## src/core/serial_pkg.sv

```systemverilog
package serial_pkg;
	localparam int ADDR_W = 12;
	// register indices; byte address is four times the index
	localparam logic [9:0] IDX_STATUS = 10'h050;
	localparam logic [9:0] IDX_DATA = 10'h051;
	localparam logic [9:0] IDX_BAUD = 10'h052;
	localparam logic [9:0] IDX_RX_EXT = 10'h056;
	localparam logic [9:0] IDX_TX_EXT = 10'h057;
	// baud_divisor_select fields
	localparam int RX_DIV_LSB = 0;
	localparam int TX_DIV_LSB = 3;
	localparam int PRE_SEL_LSB = 6;
	// status fields
	localparam int ST_TX_SPACE = 7;
	localparam int ST_TX_IDLE = 6;
	localparam int ST_RX_FULL = 5;
	localparam int ST_OVERRUN = 3;
	// reset values
	localparam logic [7:0] BAUD_RST = 8'h00;
	localparam logic [7:0] EXT_RST = 8'h00;
	localparam logic [7:0] HOLD_RST = 8'h00;
	// shared prescaler factors per shared_prescaler_sel code
	localparam logic [7:0] PRE_F0 = 8'h01;
	localparam logic [7:0] PRE_F1 = 8'h03;
	localparam logic [7:0] PRE_F2 = 8'h04;
	localparam logic [7:0] PRE_F3 = 8'h0d;
	// oversampling and framing counts
	localparam logic [3:0] SUB_LAST = 4'hf;
	localparam logic [3:0] SUB_MID = 4'h7;
	localparam logic [3:0] FRAME_BITS = 4'ha;
	localparam int FIFO_DEPTH = 4;
	localparam int DATA_W = 8;

	typedef struct packed {
		logic [ADDR_W-1:0] paddr;
		logic pwrite;
		logic [31:0] pwdata;
	} apb_req_t;

	typedef struct packed {
		logic [31:0] prdata;
		logic pready;
		logic pslverr;
	} apb_rsp_t;
endpackage : serial_pkg

```

## src/core/serial_rate_data_unit.sv

```systemverilog
// Implementation choices: the placing of the registers and the APB slave port.
`timescale 1ns/1ns

module small_fifo #(
	parameter int WIDTH = 8,
	parameter int DEPTH = 4
) (
	input wire logic clk, // bus clock
	input wire logic nrst, // async reset, low
	input wire logic [WIDTH-1:0] in_data, // push data
	input wire logic in_valid, // push request
	output logic in_ready, // room for a word
	output logic [WIDTH-1:0] out_data, // head word
	output logic out_valid, // head word present
	input wire logic out_ready // pop request
);
	localparam int AW = $clog2(DEPTH);
	logic [WIDTH-1:0] mem [DEPTH];
	logic [AW-1:0] wr_reg;
	logic [AW-1:0] rd_reg;
	logic [AW:0] cnt_reg;
	wire push = in_valid & in_ready;
	wire pop = out_valid & out_ready;

	assign in_ready = cnt_reg != (AW+1)'(DEPTH);
	assign out_valid = cnt_reg != '0;
	assign out_data = mem[rd_reg];

	always_ff @(posedge clk)
		if (push)
			mem[wr_reg] <= in_data;

	always_ff @(posedge clk or negedge nrst)
		if (!nrst)
		begin
			wr_reg <= '0;
			rd_reg <= '0;
			cnt_reg <= '0;
		end
		else
		begin
			wr_reg <= push ? wr_reg + 1'b1 : wr_reg;
			rd_reg <= pop ? rd_reg + 1'b1 : rd_reg;
			cnt_reg <= cnt_reg + (AW+1)'(push) - (AW+1)'(pop);
		end
endmodule : small_fifo

module serial_rate_data_unit (
	input wire logic clk, // bus clock
	input wire logic nrst, // async reset, low
	input wire logic psel, // apb select
	input wire logic penable, // apb access phase
	input wire serial_pkg::apb_req_t req, // apb address, direction, data
	output serial_pkg::apb_rsp_t rsp, // apb answer
	input wire logic rxd, // serial line in
	output logic txd // serial line out
);
	import serial_pkg::*;

	function automatic logic [7:0] step(input logic [7:0] c,
		input logic [7:0] lim);
		step = (c >= lim) ? 8'h00 : c + 8'h01;
	endfunction : step

	function automatic logic [7:0] pow2_lim(input logic [2:0] sel);
		pow2_lim = (8'h01 << sel) - 8'h01;
	endfunction : pow2_lim

	function automatic logic [7:0] ext_lim(input logic [7:0] ext);
		ext_lim = (ext == 8'h00) ? 8'h00 : ext - 8'h01;
	endfunction : ext_lim

	logic [7:0] baud_reg;
	logic [7:0] rx_ext_reg;
	logic [7:0] tx_ext_reg;
	logic [7:0] rx_holding_reg;
	logic rx_full_reg;
	logic overrun_reg;
	logic [31:0] prdata_reg;
	logic pready_reg;
	logic pslverr_reg;
	logic [7:0] pre_cnt_reg;
	logic [7:0] tx_div_reg;
	logic [7:0] rx_div_reg;
	logic [7:0] tx_ecnt_reg;
	logic [7:0] rx_ecnt_reg;
	logic [3:0] tx_sub_reg;
	logic [3:0] tx_cnt_reg;
	logic [8:0] tx_shift_reg;
	logic txd_reg;
	logic [3:0] rx_sub_reg;
	logic [3:0] rx_cnt_reg;
	logic [7:0] rx_shift_reg;
	logic rx_meta_reg;
	logic rx_sync_reg;

	// apb decode
	wire [9:0] idx = req.paddr[ADDR_W-1:2];
	wire hit_status = idx == IDX_STATUS;
	wire hit_data = idx == IDX_DATA;
	wire hit_baud = idx == IDX_BAUD;
	wire hit_rx_ext = idx == IDX_RX_EXT;
	wire hit_tx_ext = idx == IDX_TX_EXT;
	wire mapped = hit_status | hit_data | hit_baud | hit_rx_ext | hit_tx_ext;
	wire fifo_in_ready;
	// a data write waits while the transmit queue is full
	wire stall = req.pwrite & hit_data & ~fifo_in_ready;
	wire access = psel & penable;
	wire answer = access & ~pready_reg & ~stall;
	wire done = access & pready_reg;
	wire wr_ok = done & req.pwrite & ~pslverr_reg;
	// a data read frees the holding register at the edge that captures it
	wire rd_data = answer & ~req.pwrite & hit_data;

	// transmit queue
	wire [7:0] tx_head;
	wire tx_head_valid;
	wire tx_idle = tx_cnt_reg == 4'h0;
	wire tx_load = tx_idle & tx_head_valid;
	small_fifo #(.WIDTH(DATA_W), .DEPTH(FIFO_DEPTH)) tx_queue (
		.clk(clk),
		.nrst(nrst),
		.in_data(req.pwdata[7:0]),
		.in_valid(wr_ok & hit_data),
		.in_ready(fifo_in_ready),
		.out_data(tx_head),
		.out_valid(tx_head_valid),
		.out_ready(tx_load)
	);

	wire [7:0] status = {fifo_in_ready, tx_idle & ~tx_head_valid,
		rx_full_reg, 1'b0, overrun_reg, 3'b000};
	wire [7:0] rd_mux = hit_data ? rx_holding_reg :
		hit_baud ? baud_reg :
		hit_rx_ext ? rx_ext_reg :
		hit_tx_ext ? tx_ext_reg :
		hit_status ? status : 8'h00;

	// rate generation
	wire [1:0] pre_sel = baud_reg[PRE_SEL_LSB +: 2];
	wire [7:0] pre_f = (pre_sel == 2'd0) ? PRE_F0 :
		(pre_sel == 2'd1) ? PRE_F1 :
		(pre_sel == 2'd2) ? PRE_F2 : PRE_F3;
	wire [7:0] pre_lim = pre_f - 8'h01;
	wire pre_tick = pre_cnt_reg >= pre_lim;
	wire [7:0] tx_div_lim = pow2_lim(baud_reg[TX_DIV_LSB +: 3]);
	wire [7:0] rx_div_lim = pow2_lim(baud_reg[RX_DIV_LSB +: 3]);
	wire tx_div_tick = pre_tick & (tx_div_reg >= tx_div_lim);
	wire rx_div_tick = pre_tick & (rx_div_reg >= rx_div_lim);
	wire tx_tick = tx_div_tick & (tx_ecnt_reg >= ext_lim(tx_ext_reg));
	wire rx_tick = rx_div_tick & (rx_ecnt_reg >= ext_lim(rx_ext_reg));
	wire tx_bit_end = tx_tick & (tx_sub_reg == SUB_LAST);
	wire rx_mid = rx_tick & (rx_sub_reg == SUB_MID) & (rx_cnt_reg != 4'h0);
	wire rx_start = rx_tick & (rx_cnt_reg == 4'h0) & ~rx_sync_reg;
	wire rx_done = rx_mid & (rx_cnt_reg == 4'h1);

	// apb slave
	always_ff @(posedge clk or negedge nrst)
		if (!nrst)
		begin
			pready_reg <= 1'b0;
			pslverr_reg <= 1'b0;
			prdata_reg <= '0;
		end
		else
		begin
			pready_reg <= answer;
			pslverr_reg <= answer & ~mapped;
			prdata_reg <= answer ? {24'h000000, rd_mux} : prdata_reg;
		end

	always_ff @(posedge clk or negedge nrst)
		if (!nrst)
		begin
			baud_reg <= BAUD_RST;
			rx_ext_reg <= EXT_RST;
			tx_ext_reg <= EXT_RST;
		end
		else
		begin
			// rate writes only touch rate settings
			baud_reg <= (wr_ok & hit_baud) ? req.pwdata[7:0] : baud_reg;
			rx_ext_reg <= (wr_ok & hit_rx_ext) ? req.pwdata[7:0] : rx_ext_reg;
			tx_ext_reg <= (wr_ok & hit_tx_ext) ? req.pwdata[7:0] : tx_ext_reg;
		end

	// shared prescaler and separate divider chains
	always_ff @(posedge clk or negedge nrst)
		if (!nrst)
		begin
			pre_cnt_reg <= 8'h00;
			tx_div_reg <= 8'h00;
			rx_div_reg <= 8'h00;
			tx_ecnt_reg <= 8'h00;
			rx_ecnt_reg <= 8'h00;
		end
		else
		begin
			pre_cnt_reg <= step(pre_cnt_reg, pre_lim);
			tx_div_reg <= pre_tick ? step(tx_div_reg, tx_div_lim) : tx_div_reg;
			rx_div_reg <= pre_tick ? step(rx_div_reg, rx_div_lim) : rx_div_reg;
			tx_ecnt_reg <= tx_div_tick ?
				step(tx_ecnt_reg, ext_lim(tx_ext_reg)) : tx_ecnt_reg;
			rx_ecnt_reg <= rx_div_tick ?
				step(rx_ecnt_reg, ext_lim(rx_ext_reg)) : rx_ecnt_reg;
		end

	// transmit shifter: start, 8 data lsb first, stop
	always_ff @(posedge clk or negedge nrst)
		if (!nrst)
		begin
			tx_sub_reg <= 4'h0;
			tx_cnt_reg <= 4'h0;
			tx_shift_reg <= 9'h1ff;
			txd_reg <= 1'b1;
		end
		else if (tx_load)
		begin
			tx_sub_reg <= 4'h0;
			tx_cnt_reg <= FRAME_BITS;
			tx_shift_reg <= {1'b1, tx_head};
			txd_reg <= 1'b0;
		end
		else
		begin
			tx_sub_reg <= tx_tick ? tx_sub_reg + 4'h1 : tx_sub_reg;
			if (tx_bit_end & ~tx_idle)
			begin
				tx_cnt_reg <= tx_cnt_reg - 4'h1;
				tx_shift_reg <= {1'b1, tx_shift_reg[8:1]};
				txd_reg <= tx_shift_reg[0];
			end
		end

	// line input synchroniser
	always_ff @(posedge clk or negedge nrst)
		if (!nrst)
		begin
			rx_meta_reg <= 1'b1;
			rx_sync_reg <= 1'b1;
		end
		else
		begin
			rx_meta_reg <= rxd;
			rx_sync_reg <= rx_meta_reg;
		end

	// receive shifter: sample at mid bit
	always_ff @(posedge clk or negedge nrst)
		if (!nrst)
		begin
			rx_sub_reg <= 4'h0;
			rx_cnt_reg <= 4'h0;
			rx_shift_reg <= 8'h00;
		end
		else if (rx_start)
		begin
			rx_sub_reg <= 4'h0;
			rx_cnt_reg <= FRAME_BITS;
		end
		else
		begin
			rx_sub_reg <= rx_tick ? rx_sub_reg + 4'h1 : rx_sub_reg;
			if (rx_mid)
			begin
				// a high start sample was a glitch
				if (rx_cnt_reg == FRAME_BITS && rx_sync_reg)
					rx_cnt_reg <= 4'h0;
				else
					rx_cnt_reg <= rx_cnt_reg - 4'h1;
				if (rx_cnt_reg != FRAME_BITS && rx_cnt_reg != 4'h1)
					rx_shift_reg <= {rx_sync_reg, rx_shift_reg[7:1]};
			end
		end

	// receive holding and flags; a new byte beats a clearing read
	always_ff @(posedge clk or negedge nrst)
		if (!nrst)
		begin
			rx_holding_reg <= HOLD_RST;
			rx_full_reg <= 1'b0;
			overrun_reg <= 1'b0;
		end
		else
		begin
			rx_holding_reg <= (rx_done & (~rx_full_reg | rd_data)) ?
				rx_shift_reg : rx_holding_reg;
			rx_full_reg <= rx_done | (rx_full_reg & ~rd_data);
			overrun_reg <= (rx_done & rx_full_reg & ~rd_data) |
				(overrun_reg & ~rd_data);
		end

	assign rsp.prdata = prdata_reg;
	assign rsp.pready = pready_reg;
	assign rsp.pslverr = pslverr_reg;
	assign txd = txd_reg;
endmodule : serial_rate_data_unit

```

## config.mk

```make
export PLATFORM = sky130hd
export DESIGN_NAME = serial_rate_data_unit
export DESIGN_NICKNAME = d
export VERILOG_FILES = /design/src/core/serial_pkg.sv /design/src/core/serial_rate_data_unit.sv
export SDC_FILE = /design/constraint.sdc
export NUM_CORES = 1
export LEC_CHECK = 0
export BUFFER_PORTS_ARGS = -buffer_cell sky130_fd_sc_hd__buf_2
export CAP_MARGIN = 10
export CORE_ASPECT_RATIO = 1.2
export CORE_MARGIN = 2
export CORE_UTILIZATION = 30
export CTS_BUF_LIST = sky130_fd_sc_hd__clkbuf_16
export DETAILED_ROUTE_END_ITERATION = 16
export PLACE_DENSITY_LB_ADDON = 0.2
export SETUP_SLACK_MARGIN = 0.15
export SLEW_MARGIN = 30
export SYNTH_ARGS = -nofsm -noshare
export SYNTH_HDL_FRONTEND = slang
export SYNTH_SLANG_ARGS = --single-unit
```

## constraint.sdc

```tcl
create_clock -name clk -period 11.25 [get_ports clk]
set_clock_uncertainty 0.05 [all_clocks]
set_input_delay 1.6875 -clock clk [delete_from_list [all_inputs] [get_ports clk]]
set_output_delay 1.6875 -clock clk [all_outputs]
set_load 0.01 [all_outputs]
```

==> results of run 1 <==
worst paths after layout:
kind	end	cells past startpoint
worst max register to register	rx_shift_reg[3]$_DFFE_PN0P_	11
worst max-delay path	rx_shift_reg[3]$_DFFE_PN0P_	11
worst min register to register	rx_sync_reg$_DFF_PN1_	0
worst min-delay path	rx_sync_reg$_DFF_PN1_	0
max in group asynchronous	rx_ext_reg[2]$_DFFE_PN0P_	2
min in group asynchronous	tx_sub_reg[0]$_DFFE_PN0P_	1
power breakdown:
group          internal [mW]  switching (mW)  leakage [nW]
Combinational          0.139           0.186          1.92
Clock                  0.295           0.268         0.279
Sequential             0.663          0.0710          1.93
worst reg2reg max path, delay by kind of cell (launching register included):
kind            cells  cell delay, ns
simple gates        6            1.99
compound gates      3            0.94
flops               1            0.44
mux                 1            0.38
fa+ha+maj           1            0.26
cell families (layout without fill, tap and decap cells):
group                    Yosys count  in the layout
AND/OR/NAND/NOR                  269            269
AO/OA/AOI/OAI                    160            160
flip-flops                       158            158
buffers and inverters             78             98
adder cells (fa/ha/maj)           59             59
multiplexers                      57             57
XOR/XNOR                          18             18
other                              2             29
cell usage after synthesis, types with 3 or more instances:
cell type  number  area share (%)
mux2i_1         8            0.94
nand2_1        82             3.6
nor3b_1         3            0.26
a31oi_1         3            0.22
and2_1         14             1.0
mux2_2         41             5.4
o31ai_1        10            0.88
nor2_1         50             2.2
or3_1           5            0.37
o21a_1          8            0.71
buf_4          27             2.4
nand2b_1       13            0.96
dfstp_2        11             3.4
o21ai_0        71             4.2
dfrtp_1       115              34
or2_2           3            0.22
nand3_1        39             2.3
ha_1           58             8.5
nor3_1         14            0.82
a21oi_1        32             1.9
inv_1          27             1.2
xor2_1          9            0.93
edfxtp_1       32              11
and3_1         11            0.81
nor4_1          3            0.22
o221ai_1        4            0.41
xnor2_1         9            0.93
a22oi_1         9            0.79
clkbuf_1       20            0.88
nand4_1        14             1.0
mux4_2          8             2.1
nor2b_1         6            0.44
layer usage:
layer  vias up  track usage, %  routed length (um)  share of wire, %
li1       2918               -                   -                 -
met1      2856            16.8                8340                46
met2        71            22.3                9360                51
met3         8            2.74                 485               2.7
met4         0            3.18                 106              0.58
met5         -               0                   0                 0
layout make-up:
cell class | count | area share (%)
sequential | 158 | 43.1
multi-input combinational | 592 | 42.7
tap | 379 | 4.95
clock buffer | 17 | 4.45
timing repair buffer | 38 | 2.20
clock inverter | 15 | 1.52
inverter | 28 | 1.10
==> results.json, run 1 <==
{
  "fin_crit_ns": 4.15,
  "crit_chain": "nor4_1, nand2_1, or3_1, and2_1, ha_1, nand2b_1, a2111oi_0, o31a_1, nor4_2, o21a_1, mux2_2",
  "die_w_um": 158,
  "seq_area_frac_synth_pct": 48.6,
  "setup_slack_ns": 7.10,
  "synth_xor_area_share_pct": 1.85,
  "initial_utilization_pct": 30.5,
  "multi_input_area_mm2": 0.00408,
  "muxShareOfSynthArea_pct": 8.49,
  "ant_nets": 0,
  "holdBufCountCts": 0,
  "regMostFlops": "tx_queue.mem",
  "antenna_found_initial": 0,
  "avgRoutedWirePerCell_um": 14.9,
  "async_flop_share_pct": 79.7,
  "grt_usage_pct": 13.1,
  "antenna_cells": 0,
  "grt_pass1_wl_um": 30700,
  "total_power_mw": 1.62,
  "critPathLaunch": "rx_ext_reg[4]$_DFFE_PN0P_",
  "final_common_cell": "dfrtp_1",
  "synth_flop_cell": "dfrtp_1",
  "drt_iter0_drc": 270,
  "path_max_fanout": 8,
  "syn_area_per_cell_um2": 10.6,
  "cts_resized": 0,
  "synthDistinctLibCells": 60,
  "wl_um": 18300,
  "peakVddDrop_mv": 0.0679,
  "leakagePower_nw": 4.13,
  "fillers": 2794,
  "cpMaxStageDelayCell": "nor4_2",
  "core_mm2": 0.0279,
  "portBuffers": 34,
  "fin_crit_sh_pct": 36.9,
  "firstDrtPassIters": 4,
  "htreeDepth": 4,
  "fmax_mhz": 241,
  "stdcell_count": 1227,
  "fin_area_mm2": 0.00957,
  "tightest_slew_ns": 0.877,
  "num_vias": 5853,
  "dieArea_mm2": 0.0297,
  "mostFrequentLayoutCells": "dfrtp_1, nand2_1, o21ai_0, ha_1, nor2_1",
  "min-delay-start": "rx_meta_reg$_DFF_PN1_",
  "synth_edf_count": 32,
  "cp.buffers_inverters": 0,
  "path_class": "reg2reg",
  "area_growth_pct": 12.6,
  "cp.required_ns": 11.52,
  "finalHoldViolCount": 0,
  "hp-class": "reg2reg",
  "pwr_density_cell_mw_per_mm2": 170,
  "fp.dieH_um": 188,
  "cts_tree": "yes",
  "largest_register_ffs": 32,
  "detailed_place_hpwl_um": 13200,
  "crit_arrival_ns": 4.42,
  "dp.cells": 1195,
  "synth_compound_area_share_pct": 11.7,
  "pre_cts_ws_ns": 6.74,
  "drive_gt1_share_pct": 16.5,
  "cts-root-buf": "clkbuf_16",
  "synth_area_mm2": 0.00850,
  "ios": 85,
  "synth_top_family_by_area": "simple AND/OR/NAND/NOR gates",
  "synthAdderAreaFrac_pct": 8.77,
  "critPathLaunchType": "flop",
  "remaining_drc_errors": 0,
  "gp_congestion": 0.762,
  "synth_warnings": 0,
  "worstSkewPairLatency_ns": 0.43,
  "drv_cap": 0,
  "cts_sinks": 158,
  "grt_overflow_total": 0,
  "rr_startpoint": "rx_ext_reg[4]$_DFFE_PN0P_",
  "worst_setup_path_end_kind": "flop",
  "timing.hold.ws_ns": 0.307,
  "rows": 67,
  "register_area_mm2": 0.00413,
  "layout.nets": 944,
  "clock_path_buffers": 2,
  "status": "complete, no violations",
  "cts-buffers-inserted": 17,
  "maxSlewViolCount": 0,
  "grt_max_degree": 71,
  "slowest_delay_ns": 0.77,
  "placed_cell_area_mm2": 0.00900,
  "post-route-util_pct": 34.3,
  "critPathTopFamily": "simple AND/OR/NAND/NOR gates",
  "rrSetupSlack_ns": 7.10,
  "rsz0062_at_grt": "false",
  "grt_pass1_vias": 5776,
  "vias_per_cell": 4.77,
  "post_cts_buffers": 0,
  "path_clk_slew_ns": 0.07,
  "setup_viol_count_final": 0,
  "ys_ff_latch": 158,
  "syn_inst": 801,
  "slew_headroom_pct": 41.0,
  "yosys.area_share.simple_pct": 15.9,
  "tns_ns": 0
}
Note: power is estimated with default switching activity, not from simulation.
==> run 2: changes to the inputs <==
==> constraint.sdc (replaced) <==
create_clock -name clk -period 4.02 [get_ports clk]
set_clock_uncertainty 0.05 [all_clocks]
set_input_delay 0.603 -clock clk [delete_from_list [all_inputs] [get_ports clk]]
set_output_delay 0.603 -clock clk [all_outputs]
set_load 0.01 [all_outputs]
==> run 2 against run 1 <==
Die area did not move. Sequential share of layout area down 0.60 points. Count of clock-buffer cells in the layout stayed put. Utilization is 0.48 points higher. Largest power group unchanged. Non-clock buffer count increased by 11. Clock power increased to 2.9 times the previous value. Power increased to 2.9 times the previous value. Register-to-register slack worse by 6.7 ns. Design area up 1.4%. Combinational power grew to 3.0 times the previous value.
==> results.json, run 2 (synthesis results as in run 1) <==
{
  "rsz0062_at_grt": "false",
  "portBuffers": 34,
  "critPathLaunchType": "flop",
  "worstSkewPairLatency_ns": 0.43,
  "cts_sinks": 158,
  "tns_ns": 0,
  "crit_chain": "inv_1, ha_1, nor2b_1, nand3b_1, or3_1, and2_1, ha_1, nand2b_1, a2111o_1, a31o_2, and4_1, nand2_1, mux2_2",
  "drt_iter0_drc": 219,
  "num_vias": 5963,
  "crit_arrival_ns": 3.88,
  "critPathTopFamily": "simple AND/OR/NAND/NOR gates",
  "ant_nets": 0,
  "tightest_slew_ns": 0.776,
  "initial_utilization_pct": 30.5,
  "fp.dieH_um": 188,
  "dieArea_mm2": 0.0297,
  "holdBufCountCts": 0,
  "area_growth_pct": 14.2,
  "cts-root-buf": "clkbuf_16",
  "vias_per_cell": 4.82,
  "cp.buffers_inverters": 1,
  "ios": 85,
  "final_common_cell": "dfrtp_1",
  "layout.nets": 955,
  "register_area_mm2": 0.00413,
  "grt_overflow_total": 0,
  "cpMaxStageDelayCell": "a2111o_1",
  "path_clk_slew_ns": 0.07,
  "fin_crit_ns": 3.61,
  "pwr_density_cell_mw_per_mm2": 480,
  "grt_use_met1_pct": 16.9,
  "wl_um": 18900,
  "fin_crit_sh_pct": 89.8,
  "setup_viol_count_final": 0,
  "worst_setup_path_end_kind": "flop",
  "cts_tree": "yes",
  "fillers": 2811,
  "grt_pass1_vias": 5940,
  "cp.required_ns": 4.29,
  "cts_resized": 0,
  "met3_usage_pct": 2.87,
  "hp-class": "in2async",
  "status": "complete, no violations",
  "detailed_place_hpwl_um": 13400,
  "grt_util_met2_pct": 23.7,
  "crit_top_cell": "ha_1",
  "die_w_um": 158,
  "rows": 67,
  "largest_register_ffs": 32,
  "post_cts_buffers": 0,
  "slew_headroom_pct": 48.2,
  "fmax_mhz": 277,
  "busiest_layer": "met2",
  "leakagePower_nw": 4.20,
  "path_max_fanout": 10,
  "maxSlewViolCount": 0,
  "drive_gt1_share_pct": 18.0,
  "multi_input_area_mm2": 0.00411,
  "slowest_delay_ns": 0.43,
  "mostFrequentLayoutCells": "dfrtp_1, nand2_1, o21ai_0, ha_1, nor2_1",
  "cts-buffers-inserted": 17,
  "htreeDepth": 4,
  "timing.hold.ws_ns": 0.190,
  "core_mm2": 0.0279,
  "regMostFlops": "tx_queue.mem",
  "firstDrtPassIters": 4,
  "grt_max_degree": 92,
  "drv_cap": 0,
  "grt_usage_pct": 13.6,
  "antenna_found_initial": 0,
  "finalHoldViolCount": 0,
  "antenna_cells": 0,
  "clock_path_buffers": 2,
  "peakVddDrop_mv": 0.245,
  "avgRoutedWirePerCell_um": 15.3,
  "path_class": "reg2reg",
  "remaining_drc_errors": 0,
  "gp_congestion": 0.757,
  "grt_pass1_wl_um": 31600
}
run 2: cell types whose count changed in the layout (fill, tap and decap cells not counted), sizes merged:
cell      previous run  this run
buf                 38        48
clkinv               6         8
clkbuf              17        18
clkinvlp             1         0
inv                 36        35
run 2: metal layers:
layer  wire (um)  vias up
li1            -     2939
met1        8520     2936
met2        9660       76
met3         492       12
met4         226        0
met5           0        -
run 2: where the power goes:
part / internal [mW] / switching, mW / total (mW)
sequential: 1.86 / 0.197 / 2.05
clock: 0.840 / 0.798 / 1.64
combinational: 0.425 / 0.542 / 0.966
total: 3.12 / 1.54 / 4.66
run 2: cell type report:
| class | count | share of cell area [%] |
|---|---|---|
| tap | 379 | 4.89 |
| multi-input combinational | 592 | 42.3 |
| timing repair buffer | 49 | 3.00 |
| clock buffer | 17 | 4.38 |
| sequential | 158 | 42.5 |
| clock inverter | 15 | 1.77 |
| inverter | 28 | 1.08 |
run 2: stage by stage:
stage               utilization, %  cell area, um^2  std cells  worst slack, ns  power, mW
floorplan                        -             8600        828            0.498       2.75
global placement              32.5             9080       1206            0.248       3.03
detailed placement            32.5             9080       1206            0.222       3.04
CTS                           34.7             9680       1238            0.208       4.70
global route                  34.8             9700       1238            0.161       4.97
finish                        34.8             9700       1238            0.409       4.66
run 2: final timing paths:
| kind | slack, ns | start | endpoint | cells after the start |
|---|---|---|---|---|
| max reg2reg | 0.41 | tx_ext_reg[0]$_DFFE_PN0P_ | tx_cnt_reg[2]$_DFFE_PN0P_ | 13 |
| min reg2reg | 0.31 | rx_meta_reg$_DFF_PN1_ | rx_sync_reg$_DFF_PN1_ | 0 |
| min in group clk | 0.21 | rxd | rx_meta_reg$_DFF_PN1_ | 1 |
| max in group asynchronous | 2.86 | nrst | rx_meta_reg$_DFF_PN1_ | 2 |
| min | 0.19 | nrst | tx_cnt_reg[0]$_DFFE_PN0P_ | 1 |
| max | 0.41 | tx_ext_reg[0]$_DFFE_PN0P_ | tx_cnt_reg[2]$_DFFE_PN0P_ | 13 |
run 2: worst register-to-register path, stage by stage (launching register included):
cell,delay (ns)
dfrtp_1,0.42
inv_1,0.09
ha_1,0.16
nor2b_1,0.24
nand3b_1,0.15
or3_1,0.40
and2_1,0.19
ha_1,0.25
nand2b_1,0.14
a2111o_1,0.43
a31o_2,0.33
and4_1,0.23
nand2_1,0.08
mux2_2,0.33
